`src/lff_regs.vh`:
```
// Timing constants and thresholds of the LED fault flag logic
`ifndef LFF_REGS_VH
`define LFF_REGS_VH
// Clock rate in kHz
`define LFF_CLK_KHZ 10000
// Times in microseconds
`define LFF_DEGLITCH_US 50
`define LFF_MASK_US 100
`define LFF_HICCUP_US 1000
// Cycle counts of the times above at the 10 MHz clock, sized to their counters
`define LFF_DEGLITCH_CYC 16'h01F4
`define LFF_MASK_CYC 16'h03E8
`define LFF_HICCUP_CYC 16'h2710
// Current to regulation timer in switching cycles
`define LFF_REG_SW_CYC 9'h100
// Counter width
`define LFF_CNT_W 16
`endif

```
`src/lff_deglitch.v`:
```
// Deglitch filter: output rises only after input persists, drops at once
`timescale 1ns/10ps
module lff_deglitch #(
  parameter [15:0] COUNT = 16'h0001
) (
  input wire clk_in,
  input wire rst_in,
  input wire enable_in,
  input wire raw_in,
  output reg clean_out
);
  reg [15:0] cnt;
  always @(posedge clk_in) begin
    if (rst_in || !enable_in) begin
      cnt <= 16'h0000;
      clean_out <= 1'b0;
    end else if (!raw_in) begin
      cnt <= 16'h0000;
      clean_out <= 1'b0;
    end else if (cnt < COUNT) begin
      cnt <= cnt + 16'h0001;
    end else begin
      clean_out <= 1'b1;
    end
  end
endmodule

```
`src/lff_timer.v`:
```
// One-shot down counter timer, restarted by a pulse
`timescale 1ns/10ps
module lff_timer #(
  parameter [15:0] COUNT = 16'h0001
) (
  input wire clk_in,
  input wire rst_in,
  input wire start_in,
  input wire tick_in,
  output wire busy_out
);
  reg [15:0] cnt;
  always @(posedge clk_in) begin
    if (rst_in) begin
      cnt <= 16'h0000;
    end else if (start_in) begin
      cnt <= COUNT;
    end else if (tick_in && cnt != 16'h0000) begin
      cnt <= cnt - 16'h0001;
    end
  end
  assign busy_out = (cnt != 16'h0000);
endmodule

```
`src/lff_fault_flag.v`:
```
// LED open / output short fault supervision with open-drain flag
`timescale 1ns/10ps
`include "lff_regs.vh"

module lff_fault_flag (
  input wire clk_in,
  input wire rst_in,
  input wire enable_in,
  input wire pwm_dim_in,
  input wire sense_low_in,
  input wire vout_low_in,
  input wire analog_dim_above_500mv_in,
  input wire analog_dim_above_400mv_in,
  input wire fault_mask_level_in,
  input wire sw_cycle_tick_in,
  input wire current_limit_in,
  output reg fault_flag_out_n,
  output reg fault_flag_oe_out,
  output reg led_current_on_out,
  output reg hiccup_out,
  output reg hiccup_retry_out
);
  // ==========================================================
  // States of the open-string supervisor
  localparam [2:0] ST_NORMAL = 3'b001;
  localparam [2:0] ST_HICCUP = 3'b010;
  localparam [2:0] ST_RELEASE = 3'b100;

  reg [2:0] state;
  reg [2:0] next_state;
  reg pwm_q;
  reg open_flag;
  reg short_flag;
  reg flag_latched;
  reg [15:0] retry_cnt;
  reg [8:0] reg_cnt;
  wire pwm_rise;
  wire pwm_fall;
  wire mask_busy;
  wire open_raw;
  wire short_raw;
  wire open_ok;
  wire short_ok;
  wire masked;
  wire hiccup_done;
  wire reg_done;
  wire detect_window;
  wire [1:0] fault_raw;
  wire [1:0] fault_ok;
  wire go_hiccup;
  wire go_release;
  wire reopen;
  wire release_ok;
  reg next_open_flag;
  reg next_short_flag;
  reg next_flag_latched;
  genvar ch;

  // ==========================================================
  // Dimming edges and mask timer
  always @(posedge clk_in) begin
    if (rst_in) begin
      pwm_q <= 1'b0;
    end else begin
      pwm_q <= pwm_dim_in;
    end
  end
  assign pwm_rise = pwm_dim_in && !pwm_q;
  assign pwm_fall = !pwm_dim_in && pwm_q;

  // Restarted at every rise, so each dimming cycle opens with a blind spell
  lff_timer #(
    .COUNT(`LFF_MASK_CYC)
  ) u_mask (
    .clk_in(clk_in),
    .rst_in(rst_in),
    .start_in(pwm_rise),
    .tick_in(1'b1),
    .busy_out(mask_busy)
  );

  // ==========================================================
  // Raw detection and deglitch
  // Partial sense short below current limit looks like regulation
  assign open_raw = sense_low_in && !current_limit_in;
  assign short_raw = vout_low_in && analog_dim_above_500mv_in;
  assign masked = !fault_mask_level_in || !analog_dim_above_500mv_in;
  // Faults only count while dimming is high and the mask has run out
  assign detect_window = pwm_dim_in && !mask_busy;
  // Channel 0 watches the string, channel 1 the output
  assign fault_raw = {short_raw, open_raw};
  assign open_ok = fault_ok[0];
  assign short_ok = fault_ok[1];

  generate
    for (ch = 0; ch < 2; ch = ch + 1) begin : g_dg
      lff_deglitch #(
        .COUNT(`LFF_DEGLITCH_CYC)
      ) u_dg (
        .clk_in(clk_in),
        .rst_in(rst_in),
        .enable_in(detect_window),
        .raw_in(fault_raw[ch]),
        .clean_out(fault_ok[ch])
      );
    end
  endgenerate

  // ==========================================================
  // Hiccup retry and regulation timers
  assign hiccup_done = (retry_cnt == 16'h0000);
  assign reg_done = (reg_cnt == 9'h000);

  always @(posedge clk_in) begin
    if (rst_in) begin
      retry_cnt <= 16'h0000;
    end else if (state == ST_HICCUP && hiccup_done) begin
      retry_cnt <= `LFF_HICCUP_CYC;
    end else if (!hiccup_done) begin
      retry_cnt <= retry_cnt - 16'h0001;
    end
  end

  // One pulse per start-up retry while in hiccup
  always @(posedge clk_in) begin
    if (rst_in) begin
      hiccup_retry_out <= 1'b0;
    end else begin
      hiccup_retry_out <= (state == ST_HICCUP) && hiccup_done;
    end
  end

  // Switching cycles since the last rise, reloaded per dimming cycle
  always @(posedge clk_in) begin
    if (rst_in) begin
      reg_cnt <= 9'h000;
    end else if (pwm_rise) begin
      reg_cnt <= `LFF_REG_SW_CYC;
    end else if (sw_cycle_tick_in && !reg_done) begin
      reg_cnt <= reg_cnt - 9'h001;
    end
  end

  // ==========================================================
  // Open-string supervisor
  assign go_hiccup = open_ok && !masked;
  // Hiccup is left only once the string is back, even if masked
  assign go_release = !open_raw && detect_window;
  // An open seen again before release goes straight back to hiccup
  assign reopen = detect_window && open_raw && !masked;
  // Release waits for a rise, a finished timer and dim above 400 mV
  assign release_ok = pwm_rise && (hiccup_done || reg_done)
    && analog_dim_above_400mv_in;

  always @* begin
    next_state = state;
    case (state)
      ST_NORMAL: begin
        if (go_hiccup) begin
          next_state = ST_HICCUP;
        end else begin
          next_state = ST_NORMAL;
        end
      end
      ST_HICCUP: begin
        if (go_release) begin
          next_state = ST_RELEASE;
        end else begin
          next_state = ST_HICCUP;
        end
      end
      ST_RELEASE: begin
        if (reopen) begin
          next_state = ST_HICCUP;
        end else if (release_ok) begin
          next_state = ST_NORMAL;
        end else begin
          next_state = ST_RELEASE;
        end
      end
      default: begin
        next_state = ST_NORMAL;
      end
    endcase
  end

  always @(posedge clk_in) begin
    if (rst_in) begin
      state <= ST_NORMAL;
    end else begin
      state <= next_state;
    end
  end

  // ==========================================================
  // Fault flags
  // Release state keeps the open flag up until the release rise
  always @* begin
    next_open_flag = (next_state != ST_NORMAL);
  end

  always @* begin
    next_short_flag = short_flag;
    if (short_ok) begin
      next_short_flag = 1'b1;
    end else if (pwm_rise && !short_raw) begin
      next_short_flag = 1'b0;
    end
  end

  always @(posedge clk_in) begin
    if (rst_in) begin
      open_flag <= 1'b0;
    end else begin
      open_flag <= next_open_flag;
    end
  end

  always @(posedge clk_in) begin
    if (rst_in) begin
      short_flag <= 1'b0;
    end else begin
      short_flag <= next_short_flag;
    end
  end

  // ==========================================================
  // Flag latch
  // Tracks the fault while dimming is high, frozen from the fall to the next rise
  always @* begin
    next_flag_latched = flag_latched;
    if (pwm_dim_in || pwm_fall) begin
      next_flag_latched = open_flag || short_flag;
    end
  end

  always @(posedge clk_in) begin
    if (rst_in) begin
      flag_latched <= 1'b0;
    end else begin
      flag_latched <= next_flag_latched;
    end
  end

  // ==========================================================
  // Pin drive
  // Data bit is high in reset and low after; only the enable moves, so the pin never drives high
  always @(posedge clk_in) begin
    if (rst_in) begin
      fault_flag_out_n <= 1'b1;
    end else begin
      fault_flag_out_n <= 1'b0;
    end
  end

  // Enable high pulls the pin low
  always @(posedge clk_in) begin
    if (rst_in) begin
      fault_flag_oe_out <= 1'b0;
    end else begin
      fault_flag_oe_out <= flag_latched;
    end
  end

  // ==========================================================
  // Status outputs
  // Short keeps switching; hiccup only from open
  always @(posedge clk_in) begin
    if (rst_in) begin
      led_current_on_out <= 1'b0;
    end else begin
      led_current_on_out <= enable_in && pwm_dim_in && state != ST_HICCUP;
    end
  end

  always @(posedge clk_in) begin
    if (rst_in) begin
      hiccup_out <= 1'b0;
    end else begin
      hiccup_out <= (state == ST_HICCUP);
    end
  end
endmodule

```
`config.mk`:
```
export PLATFORM = sky130hd
export DESIGN_NAME = lff_fault_flag
export DESIGN_NICKNAME = d
export VERILOG_FILES = /design/src/lff_deglitch.v /design/src/lff_timer.v /design/src/lff_fault_flag.v
export VERILOG_INCLUDE_DIRS = /design/src
export SDC_FILE = /design/constraint.sdc
export NUM_CORES = 1
export LEC_CHECK = 0
export ABC_AREA = 1
export BUFFER_PORTS_ARGS = -buffer_cell sky130_fd_sc_hd__buf_4
export CAP_MARGIN = 25
export CORE_ASPECT_RATIO = 1.75
export CORE_UTILIZATION = 50
export CTS_CLUSTER_DIAMETER = 100
export DETAILED_ROUTE_END_ITERATION = 16
export HOLD_SLACK_MARGIN = 0.08
export PLACE_DENSITY = 0.65
export SLEW_MARGIN = 20
export SYNTH_ARGS = -nofsm -noshare
export SYNTH_HDL_FRONTEND = slang
export SYNTH_SLANG_ARGS = --single-unit
export TNS_END_PERCENT = 20
```
`constraint.sdc`:
```
create_clock -name clk_in -period 1.8 [get_ports clk_in]
set_clock_uncertainty 0.05 [all_clocks]
set_input_delay 0.09 -clock clk_in [delete_from_list [all_inputs] [get_ports clk_in]]
set_output_delay 0.09 -clock clk_in [all_outputs]
set_load 0.01 [all_outputs]
```
# After elaboration in Yosys (flattened, before gate mapping)
# Cells that the tools add are included.
# totals
ff_bits	87
output_inout_bits	5
elab_cells	91
# op_classes
addsub	5
order_cmp	2
n_eq_ne	6
mux	14
bitwise	2
n_reduce_logical	42
# op_table
operator	count
$add 16x1->16 const B	2
$lt 16x9->1 const B	2
$sub 16x1->16 const B	2
$mux 14	2
$mux 10	2
$mux 9	2
$logic_and 1x1->1	16
$logic_not 16->1	1
$reduce_bool 16->1	1
$logic_not 1->1	11
$logic_not 9->1	1
$mux 3	3
$pmux 3 s3	1
$sub 9x1->9 const B	1
$reduce_or 2->1	4
$reduce_bool 2->1	3
$logic_or 1x1->1	5
$eq 3x1->1 const B	1
$eq 3x2->1 const B	1
$eq 3x3->1 const B	1
$mux 1	3
$ne 3x1->1 const B	1
$ne 3x2->1 const B	1
$mux 2	1
2 further kinds	3

# Longest topological paths before layout
# Gate-level depths: netlist (run 1).
# logic_depth
word_depth	8
ltp_mapped	12
depth_no_buf	12

# Modules after synthesis
# From an unflattened synthesis (run 1), not the netlist that was laid out.
# unflattened
hier_cells	664
area_unflattened_um2	4565.6
# by_module_without_submodules
module	instances	cells_per_inst	area_per_inst_um2	seq_area_each_um2
lff_fault_flag	1	285	2001.9	740.7
lff_deglitch	2	108	777.0	340.3
lff_timer	1	163	1009.7	320.3

# Worst setup path after synthesis (run 1)
# OpenSTA, ideal clock, no wires.
# synth_timing
kind	register -> register
from	register u_mask.cnt[0]
to	register g_dg[0].u_dg.cnt[0]
setup_ns	0.064
t_arrival_ns	1.459
required_time_ns	1.686
setup_slack_ns	0.227
path_stages_with_launch	12
n_path_buf	1
period_less_slack_ns	1.573
cell_sequence	dfxtp_1 inv_1 ha_1 inv_1 nor2_1 nand2_1 nor2_4 nand2_2 inv_2 nand4_4 buf_6 nor2_1
# synth_between
elab_chain_cells	6
# synth_lines
element	line	rtl
start: declaration	lff_timer.v:12	reg [15:0] cnt;
start signal: assignment	lff_timer.v:19	cnt <= cnt - 16'h0001;
$reduce_bool 16->1	lff_timer.v:22	assign busy_out = (cnt != 16'h0000);
$logic_not 1->1	lff_fault_flag.v:89	assign detect_window = pwm_dim_in && !mask_busy;
$logic_and 1x1->1	lff_fault_flag.v:89	
$logic_not 1->1	lff_deglitch.v:14	if (rst_in || !enable_in) begin
$logic_or 1x1->1	lff_deglitch.v:14	
$reduce_or 2->1 (no line)	-	
end signal: assignment	lff_deglitch.v:21	cnt <= cnt + 16'h0001;
end: declaration	lff_deglitch.v:12	reg [15:0] cnt;
# Every way passes these cells.
# A chain may end at the register's enable or synchronous reset.

# Final worst setup path (run 1)
# Same ends and word-level chain as after synthesis.

==> summary.md, run 1 <==
| Metric | Value |
|---|---|
| Outcome | finished clean |
| DP HPWL | 6.68 mm |
| Pin count of the biggest net entering global routing | 17 |
| Synth cell types | 31 |
| Final Worst Setup Slack | 0.142 ns |
| Final wirelength | 8.81 mm |
| Number of port buffers | 15 |
| Gate power share | 33.3% |
| Starting Density | 51.4% |
| Top-count cell post-synth | nand2_1 |
| Clock buffer depth | 2 |
| Post-synth ARST share | 0% |
| Via density | 5.05 |
| Peak supply drop | 652 µV |
| LEAKAGE | 2.23 nW |
| Total iterations of the first detailed-routing run | 4 |
| Main synth FF type | dfxtp_1 |
| Min-delay worst type | in2reg |
| Hold Fails Final Rpt | 0 |
| Antenna viol nets, final | 0 |
| Final Cycle Share | 92.1% |
| Setup tns final | 0 ns |
| Yosys reg bits | 87 |
| # diodes | 0 |
| Yosys top cell by area | dfxtp_1 |
| DR vias | 3787 |
| Area Growth Syn to Fin | 14.6% |
| Share of post-route cells with drive strength above 1 | 10.2% |
| RD Place Congestion | 0.986 |
| Yosys warning count | 0 |
| Worst skew pair latency | 0.34 ns |
| Crit path max fanout | 7 |
| Residual DRC count | 0 |
| Fmax achieved | 603 MHz |
| Fin. max-slew vios | 0 |
| Post-layout nets | 672 |
| Unrepaired setup endpoints after global routing | no |
| Syn Nets | 640 |
| Total die area | 8880 µm² |
| Avg WL per Cell | 11.7 µm |
| First-pass GRT wire length | 14.7 mm |
| Max-Cap Viols | 0 |
| Die X | 71.7 µm |
| Worst rel slew slack | 71.3% |
| Power density cells | 1270 nW/µm² |
| CTS tree | done |
| Initial antenna violation count | 0 |
| Measured slew at the worst slew-check pin | 0.429 ns |
| Critical Path AT | 1.88 ns |
| Cts bufs inserted | 9 |
| Core Footprint | 8260 µm² |
| GRT Overall Usage | 21.1% |
| Synth Instances | 621 |
| Clock sink count | 87 |
| GRT overflow | 0 |
| Flop pwr share | 37.5% |
| Commonest cells in the netlist | nand2_1 (135), nor2_1 (125), dfxtp_1 (87), inv_1 (83), nand3_1 (39) |
| Sw Pwr | 2.18 mW |
| Worst setup EP type | flip-flop |
| Placed cell area | 4480 µm² |
| Req. time, crit path | 2.03 ns |
| Final Cell Area | 4870 µm² |
| CTS Root Cell | clkbuf_16 |
| Die Span Y | 124 µm |
| Syn Std Cell Area | 4250 µm² |
| Sw frac | 35.2% |
| Post-synth EDFFs | 0 |
| FP Rows | 44 |
| Number of global-route vias before repair | 3612 |
| Io pins | 16 |
| Seq/Total Area, Yosys | 41.0% |
| Reg clk slew, reported paths | 0.06 ns |
| Setup CP Type | reg2reg |
| Post-synth top area share | 41.0% |
| # setup viols final | 0 |
| Tmin final | 1.66 ns |
| Clock network power share | 29.2% |
| Worst setup SP type | flip-flop |
| Place WS | 0.0304 ns |
| Initial DRC count | 209 |
| Mean Syn Cell Area | 6.84 µm² |
| Pint | 4.01 mW |
| Deepest level of the CTS H-tree | 3 |
| Final Core Density | 59.0% |
| Area contributors post-synth | dfxtp_1 (41%), nand2_1 (12%), nor2_1 (11%) |
path summary, 6_finish.rpt:
kind	start	end	slack, ns	cells past startpoint
max	u_mask.cnt[0]$_SDFFE_PP0P_	g_dg[0].u_dg.cnt[0]$_SDFFE_PP0N_	0.14	11
min	sense_low_in	state[2]$_SDFF_PP0_	0.09	4
max reg2reg	u_mask.cnt[0]$_SDFFE_PP0P_	g_dg[0].u_dg.cnt[0]$_SDFFE_PP0N_	0.14	11
min reg2reg	g_dg[0].u_dg.cnt[14]$_SDFFE_PP0N_	g_dg[0].u_dg.cnt[14]$_SDFFE_PP0N_	0.38	2
layer usage:
metal	GRT usage (%)	share of wire [%]
met2	39.2	53
met5	0	0
met3	3.40	2.9
met1	21.5	41
met4	13.7	3.3
power groups by stage:
stage / sequential [mW] / clock [mW] / combinational (mW)
2_1_floorplan: 2.31 / 0 / 1.64
3_3_place_gp: 2.36 / 0 / 2.01
3_5_place_dp: 2.36 / 0 / 2.04
4_1_cts: 2.32 / 1.86 / 2.06
5_1_grt: 2.34 / 1.93 / 2.37
6_report: 2.32 / 1.80 / 2.06
registers in the layout (all words and copies together) (netlist names):
register,flops
hiccup_out,1
hiccup_retry_out,1
u_mask.cnt,16
pwm_q,1
short_flag,1
g_dg.u_dg.cnt,32
state,3
reg_cnt,9
g_dg.u_dg.clean_out,2
fault_flag_oe_out,1
open_flag,1
fault_flag_out_n,1
flag_latched,1
retry_cnt,16
led_current_on_out,1
through the flow:
step                power (mW)  hold WS, ns  std cells
CTS                       6.23       0.0921        746
global placement          4.36        0.299        727
global route              6.64        0.146        750
detailed placement        4.39        0.299        727
floorplan                 3.95       0.0677        621
finish                    6.18       0.0939        750
critical path, stage by stage (launching register included):
cell and delay, ns:
dfxtp_1 0.32, inv_1 0.09, ha_2 0.20, inv_1 0.05
nor2_2 0.09, nand2_1 0.09, nor2_4 0.11, nand2_2 0.10
clkinv_4 0.10, nand4_4 0.13, buf_4 0.18, nor2_1 0.09
layout by cell type (no fill, tap or decap), types with 4 or more instances in the layout:
| master | n |
|---|---|
| a21oi_1 | 38 |
| xor2_1 | 20 |
| nand4_1 | 9 |
| nand2_2 | 4 |
| clkbuf_16 | 9 |
| or2_2 | 5 |
| nand3_1 | 39 |
| dfxtp_1 | 87 |
| nor2_2 | 4 |
| nand3b_1 | 6 |
| nand2_1 | 134 |
| buf_4 | 27 |
| nor3_1 | 16 |
| clkbuf_8 | 4 |
| inv_1 | 83 |
| ha_1 | 7 |
| o21ai_0 | 12 |
| nor2_1 | 124 |
layout make-up:
type | count | area, µm²
inverter | 86 | 330
tap | 92 | 115
clock inverter | 3 | 15.0
timing repair buffer | 30 | 233
sequential | 87 | 1740
fill | 801 | 3390
multi-input combinational | 439 | 2150
clock buffer | 13 | 280
logic make-up after synthesis:
family | share of synthesized area (%)
AND/OR/NAND/NOR | 35.7
buffers and inverters | 9.10
flip-flops | 41.0
AO/OA/AOI/OAI | 7.13
XOR/XNOR | 4.74
adder cells (fa/ha/maj) | 2.36
what timing repair did:
action	in CTS	in global routing
endpoints found under the hold margin	10	0
buffers inserted	0	3
resized for setup	0	8
hold buffers	3	0
endpoints found under the setup margin	0	26
No activity file was read; power rests on OpenSTA's default activity.
==> run 2, diff against run 1 <==
--- a/config.mk
+++ b/config.mk
@@ -10,11 +10,11 @@
 export BUFFER_PORTS_ARGS = -buffer_cell sky130_fd_sc_hd__buf_4
 export CAP_MARGIN = 25
 export CORE_ASPECT_RATIO = 1.75
-export CORE_UTILIZATION = 50
+export CORE_UTILIZATION = 40
 export CTS_CLUSTER_DIAMETER = 100
 export DETAILED_ROUTE_END_ITERATION = 16
 export HOLD_SLACK_MARGIN = 0.08
-export PLACE_DENSITY = 0.65
+export PLACE_DENSITY = 0.54
 export SLEW_MARGIN = 20
 export SYNTH_ARGS = -nofsm -noshare
 export SYNTH_HDL_FRONTEND = slang
==> summary.md, run 2 (synthesis gave the netlist of run 1 again) <==
| Metric | Value |
|---|---|
| Clock buffer depth | 2 |
| Starting Density | 41.2% |
| # setup viols final | 0 |
| Peak supply drop | 576 µV |
| Worst setup EP type | flip-flop |
| Final Core Density | 48.4% |
| RD Place Congestion | 0.879 |
| CTS tree | done |
| Req. time, crit path | 2.01 ns |
| Hold Fails Final Rpt | 0 |
| First-pass GRT wire length | 15.7 mm |
| CTS Root Cell | clkbuf_16 |
| Final Hold Slack | 0.119 ns |
| Placed cell count | 765 |
| Power density cells | 1270 nW/µm² |
| Min-delay worst type | in2reg |
| Deepest level of the CTS H-tree | 3 |
| Fmax achieved | 607 MHz |
| Measured slew at the worst slew-check pin | 0.448 ns |
| Setup tns final | 0 ns |
| Final Cell Area | 4990 µm² |
| Placed cell area | 4560 µm² |
| Critical Path Source | u_mask.cnt[1]$_SDFFE_PP0P_ |
| DP HPWL | 7.25 mm |
| Worst skew pair latency | 0.34 ns |
| Fin. max-slew vios | 0 |
| # diodes | 0 |
| Antenna viol nets, final | 0 |
| LEAKAGE | 2.26 nW |
| Worst reg2reg endpoint | g_dg[0].u_dg.cnt[3]$_SDFFE_PP0N_ |
| Slack of the worst reg-to-reg path | 0.15 ns |
| Die Span Y | 138 µm |
| Worst setup SP type | flip-flop |
| Reg with most FFs | g_dg.u_dg.cnt |
| Unrepaired setup endpoints after global routing | yes |
| Share of post-route cells with drive strength above 1 | 11.2% |
| Outcome | finished clean |
| R2R cell count | 10 |
| Die X | 79.9 µm |
| GRT Overall Usage | 18.0% |
| Initial DRC count | 125 |
| Total die area | 11100 µm² |
| Max FFs per register | 32 |
| Io pins | 16 |
| Crit path max fanout | 6 |
| Top flop regs | g_dg.u_dg.cnt (32), retry_cnt (16), u_mask.cnt (16) |
| FP Rows | 49 |
| Pin count of the biggest net entering global routing | 17 |
| Critical Path AT | 1.86 ns |
| Residual DRC count | 0 |
| Core Footprint | 10300 µm² |
| Area Growth Syn to Fin | 17.4% |
| Avg WL per Cell | 12.1 µm |
| Initial antenna violation count | 0 |
| Final std cells w/o fill | 790 |
| R2R Path Start | u_mask.cnt[1]$_SDFFE_PP0P_ |
| Number of global-route vias before repair | 3552 |
| Worst rel slew slack | 70.0% |
| Most common cell after layout, fill and taps aside | nand2_1 |
| Via density | 4.82 |
| DR vias | 3810 |
| Tmin final | 1.65 ns |
| GRT overflow | 0 |
| Final wirelength | 9.56 mm |
| Setup CP Type | reg2reg |
| Clock sink count | 87 |
| Max-Cap Viols | 0 |
| Most frequent cells in the layout | nand2_1 (133), nor2_1 (123), dfxtp_1 (87), inv_1 (83), nand3_1 (39) |
| Reg clk slew, reported paths | 0.07 ns |
| Total iterations of the first detailed-routing run | 6 |
| Post-layout nets | 677 |
| Number of port buffers | 15 |
| Worst Setup EP | g_dg[0].u_dg.cnt[3]$_SDFFE_PP0N_ |
| Cts bufs inserted | 9 |
| Final Cycle Share | 91.5% |
-- run 2: changes by cell type in the layout (fill, tap and decap cells not counted), sizes merged --
cell,change
clkinvlp,+2
clkbuf,-4
bufinv,+1
inv,+1
buf,+5
-- run 2: power by group --
part	switching, mW	leakage [nW]	internal [mW]	total [mW]
registers	0.187	0.708	2.13	2.32
clock network	0.811	0.144	1.09	1.90
logic	1.30	1.41	0.825	2.13
-- run 2: worst min path at each step --
stage | from | to | slack [ns] | cells past startpoint
floorplan | rst_in | fault_flag_out_n$_DFF_P_ | 0.07 | 0
global placement | enable_in | led_current_on_out$_SDFF_PP0_ | 0.26 | 3
detailed placement | enable_in | led_current_on_out$_SDFF_PP0_ | 0.27 | 3
CTS | sense_low_in | state[2]$_SDFF_PP0_ | 0.11 | 4
global route | sense_low_in | state[2]$_SDFF_PP0_ | 0.17 | 4
finish | sense_low_in | state[2]$_SDFF_PP0_ | 0.12 | 4
-- run 2: layer usage --
| metal | vias up | part of all wire, % | GRT usage, % |
|---|---|---|---|
| met5 | - | 0 | 0 |
| met4 | 0 | 4.2 | 10.1 |
| met3 | 28 | 2.6 | 3.43 |
| met2 | 65 | 52 | 31.8 |
| met1 | 1699 | 41 | 19.6 |
| li1 | 2018 | - | - |
-- run 2: area by class of cell --
class | instances | area [µm²]
fillers | 1064 | 5310
multi-input cells | 439 | 2160
flip-flops and latches | 87 | 1740
inverters | 86 | 333
repair buffers | 35 | 283
clock buffers | 9 | 225
well taps | 127 | 159
clock inverters | 7 | 82.6
-- run 2: worst max-delay path, stage by stage, from the launching register on --
cell and delay (ns):
dfxtp_1 0.33, inv_1 0.08, ha_2 0.18, inv_1 0.05
nor2_2 0.10, nand2_2 0.07, nor2_4 0.12, nand2_4 0.08
clkinv_4 0.09, nand4_2 0.18, nor3b_1 0.22
-- run 2: metrics by stage --
step	total power, mW	worst slack (ns)
final	6.35	0.153
after floorplan	3.95	0.227
after CTS	6.38	0.0105
after global routing	6.83	-0.0345
after global placement	4.42	0.125
after detailed placement	4.45	0.0265
-- run 2: repair_timing --
item / in CTS / in global routing
setup endpoints to repair: 0 / 35
gates resized for setup: 0 / 12
endpoints found under the hold margin: 9 / 0
hold buffers: 3 / 0
buffers inserted: 0 / 5
==> run 3, diff against run 2 <==
--- a/config.mk
+++ b/config.mk
@@ -14,8 +14,8 @@
 export CTS_CLUSTER_DIAMETER = 100
 export DETAILED_ROUTE_END_ITERATION = 16
 export HOLD_SLACK_MARGIN = 0.08
-export PLACE_DENSITY = 0.54
-export SLEW_MARGIN = 20
+export PLACE_DENSITY = 0.56
+export SLEW_MARGIN = 5
 export SYNTH_ARGS = -nofsm -noshare
 export SYNTH_HDL_FRONTEND = slang
 export SYNTH_SLANG_ARGS = --single-unit
==> constraint.sdc (replaced) <==
create_clock -name clk_in -period 1.4 [get_ports clk_in]
set_clock_uncertainty 0.05 [all_clocks]
set_input_delay 0.07 -clock clk_in [delete_from_list [all_inputs] [get_ports clk_in]]
set_output_delay 0.07 -clock clk_in [all_outputs]
set_load 0.01 [all_outputs]
==> summary.md, run 3 (synthesis gave the netlist of run 1 again) <==
| Metric | Value |
|---|---|
| Area Growth Syn to Fin | 42.7% |
| Worst rel slew slack | 65.1% |
| Hold Fails Final Rpt | 0 |
| RD Place Congestion | 0.881 |
| Antenna viol nets, final | 0 |
| First-pass GRT wire length | 18.1 mm |
| Max-Cap Viols | 0 |
| GR Util met2 | 39.4% |
| Area of the multi-input gates | 2570 µm² |
| Min-delay worst type | in2reg |
| Seq. cell area | 1760 µm² |
| Power density cells | 1600 nW/µm² |
| Number of global-route vias before repair | 4116 |
| R2R Path Start | u_mask.cnt[0]$_SDFFE_PP0P_ |
| GR Util met3 | 2.84% |
| Flop pwr share | 30.8% |
| Most frequent cells in the layout | nand2_1 (121), buf_4 (94), nor2_1 (78), dfxtp_1 (76), inv_1 (73) |
| Setup CP Type | reg2reg |
| Clock network power share | 25.6% |
| Max FFs per register | 32 |
| Avg WL per Cell | 12.6 µm |
| Crit path cell chain | inv_4 -> ha_4 -> inv_2 -> nor2_4 -> nand2_2 -> nor2_4 -> nand2_2 -> inv_4 -> nand4_4 -> buf_6 -> nor2_1 |
| Measured slew at the worst slew-check pin | 0.522 ns |
| Hold Path Depth | 5 |
| # setup viols final | 39 |
| Initial DRC count | 168 |
| Place WS | -0.253 ns |
| Worst setup EP type | flip-flop |
| Die X | 79.9 µm |
| Final Core Density | 58.8% |
| Via density | 4.85 |
| Post-layout nets | 753 |
| Peak supply drop | 839 µV |
| Worst setup SP type | flip-flop |
| Failing checks | negative setup slack |
| Reg clk slew, reported paths | 0.06 ns |
| CTS tree | done |
| Top flop regs | g_dg.u_dg.cnt (32), retry_cnt (16), u_mask.cnt (16) |
| Clock buffer depth | 2 |
| Busiest grt layer | met2 |
| Gate power share | 43.6% |
| Sw Pwr | 3.54 mW |
| # diodes | 0 |
| Pint | 6.15 mW |
| Crit path max fanout | 8 |
| Initial antenna violation count | 0 |
| Io pins | 16 |
| Fin. max-slew vios | 0 |
| Sw frac | 36.5% |
| DP HPWL | 7.78 mm |
| FP Rows | 49 |
| Total die area | 11100 µm² |
| GRT overflow | 0 |
| Unrepaired setup endpoints after global routing | yes |
| Deepest level of the CTS H-tree | 3 |
| Reg with most FFs | g_dg.u_dg.cnt |
| CTS Root Cell | clkbuf_16 |
| Number of port buffers | 15 |
| Worst reg2reg endpoint | g_dg[0].u_dg.cnt[11]$_SDFFE_PP0N_ |
| Met1 Use GR | 22.1% |
| Critical Path AT | 1.75 ns |
| Residual DRC count | 0 |
| Worst skew pair latency | 0.35 ns |
| Core Footprint | 10300 µm² |
| Most common cell after layout, fill and taps aside | nand2_1 |
| Tot Pwr | 9.69 mW |
| Slack of the worst reg-to-reg path | -0.11 ns |
| R2R cell count | 11 |
| Hold_sp | vout_low_in |
| Cts bufs inserted | 9 |
| Slowest cell on crit path | dfxtp_2 |
| Req. time, crit path | 1.64 ns |
| DR vias | 4199 |
| Pin count of the biggest net entering global routing | 17 |
| Outcome | finished, violations left |
| Final Hold Slack | 0.100 ns |
| Tmin final | 1.51 ns |
| Starting Density | 41.2% |
| Clock sink count | 87 |
| Fmax achieved | 660 MHz |
| Hold path endpoint | short_flag$_SDFFE_PP0P_ |
| Final wirelength | 10.9 mm |
| Number of fill cells | 957 |
| LEAKAGE | 2.72 nW |
| Total iterations of the first detailed-routing run | 4 |
| Share of post-route cells with drive strength above 1 | 34.2% |
| GRT Overall Usage | 21.0% |
| Die Span Y | 138 µm |
| Final Worst Setup Slack | -0.114 ns |
| Largest stage delay, worst path | 0.33 ns |
| Final Cycle Share | 108% |
[run 3: cell count changes in the layout (fill, tap and decap cells not counted), sizes merged]
cell | before | now
clkinv | 4 | 5
clkbuf | 9 | 10
dlygate4sd3 | 3 | 6
clkinvlp | 2 | 0
buf | 32 | 105
[run 3: power groups by stage]
| stage | clock [mW] | sequential, mW | combinational [mW] |
|---|---|---|---|
| finish | 2.48 | 2.98 | 4.22 |
| CTS | 2.53 | 2.94 | 3.78 |
| detailed placement | 0 | 2.97 | 3.45 |
| floorplan | 0 | 2.97 | 2.13 |
| global placement | 0 | 2.96 | 3.40 |
| global route | 2.65 | 3.01 | 4.69 |
[run 3: cell type report]
class                      instances  share of cell area [%]
sequential                        87                    29.0
inverter                          86                    5.58
tap                              127                    2.62
clock buffer                      10                    3.94
multi-input combinational        439                    42.3
timing repair buffer             111                    15.4
clock inverter                     6                    1.16
[run 3: repair_timing]
action | 4_1_cts | 5_1_grt
pin swaps | 11 | 17
cloned | 2 | 0
endpoints found under the setup margin | 76 | 79
hold buffers | 6 | 0
buffers inserted | 8 | 1
resized for setup | 44 | 103
endpoints found under the hold margin | 20 | 0
[run 3: stage by stage]
step / setup TNS, ns / cells / instance area (µm²)
detailed placement: -5.68 / 833 / 5100
global placement: -4.18 / 833 / 5100
CTS: -3.25 / 865 / 5730
global route: -8.00 / 866 / 6060
finish: -2.39 / 866 / 6060
floorplan: -1.31 / 621 / 4270
[run 3: metal layers]
metal / routed length [µm] / part of all wire [%]
met5: 0 / 0
met4: 345 / 3.2
met3: 209 / 1.9
met2: 6080 / 56
met1: 4280 / 39
[run 3: worst max-delay path by stage]
| stage | from | endpoint | slack [ns] | cells after the start |
|---|---|---|---|---|
| finish | u_mask.cnt[0]$_SDFFE_PP0P_ | g_dg[0].u_dg.cnt[11]$_SDFFE_PP0N_ | -0.11 | 11 |
| global route | u_mask.cnt[9]$_SDFFE_PP0P_ | g_dg[0].u_dg.cnt[6]$_SDFFE_PP0N_ | -0.22 | 9 |
| CTS | u_mask.cnt[0]$_SDFFE_PP0P_ | g_dg[0].u_dg.cnt[6]$_SDFFE_PP0N_ | -0.12 | 12 |
| detailed placement | u_mask.cnt[1]$_SDFFE_PP0P_ | g_dg[0].u_dg.cnt[6]$_SDFFE_PP0N_ | -0.25 | 12 |
| global placement | u_mask.cnt[1]$_SDFFE_PP0P_ | g_dg[0].u_dg.cnt[7]$_SDFFE_PP0N_ | -0.22 | 12 |
| floorplan | u_mask.cnt[0]$_SDFFE_PP0P_ | g_dg[0].u_dg.cnt[0]$_SDFFE_PP0N_ | -0.07 | 11 |
[run 3: critical path, delay by kind of cell, from the launching register on]
family        cells  cell delay [ns]
flops             1             0.33
fa+ha+maj         1             0.13
simple gates      6             0.57
buf+inv           4             0.38
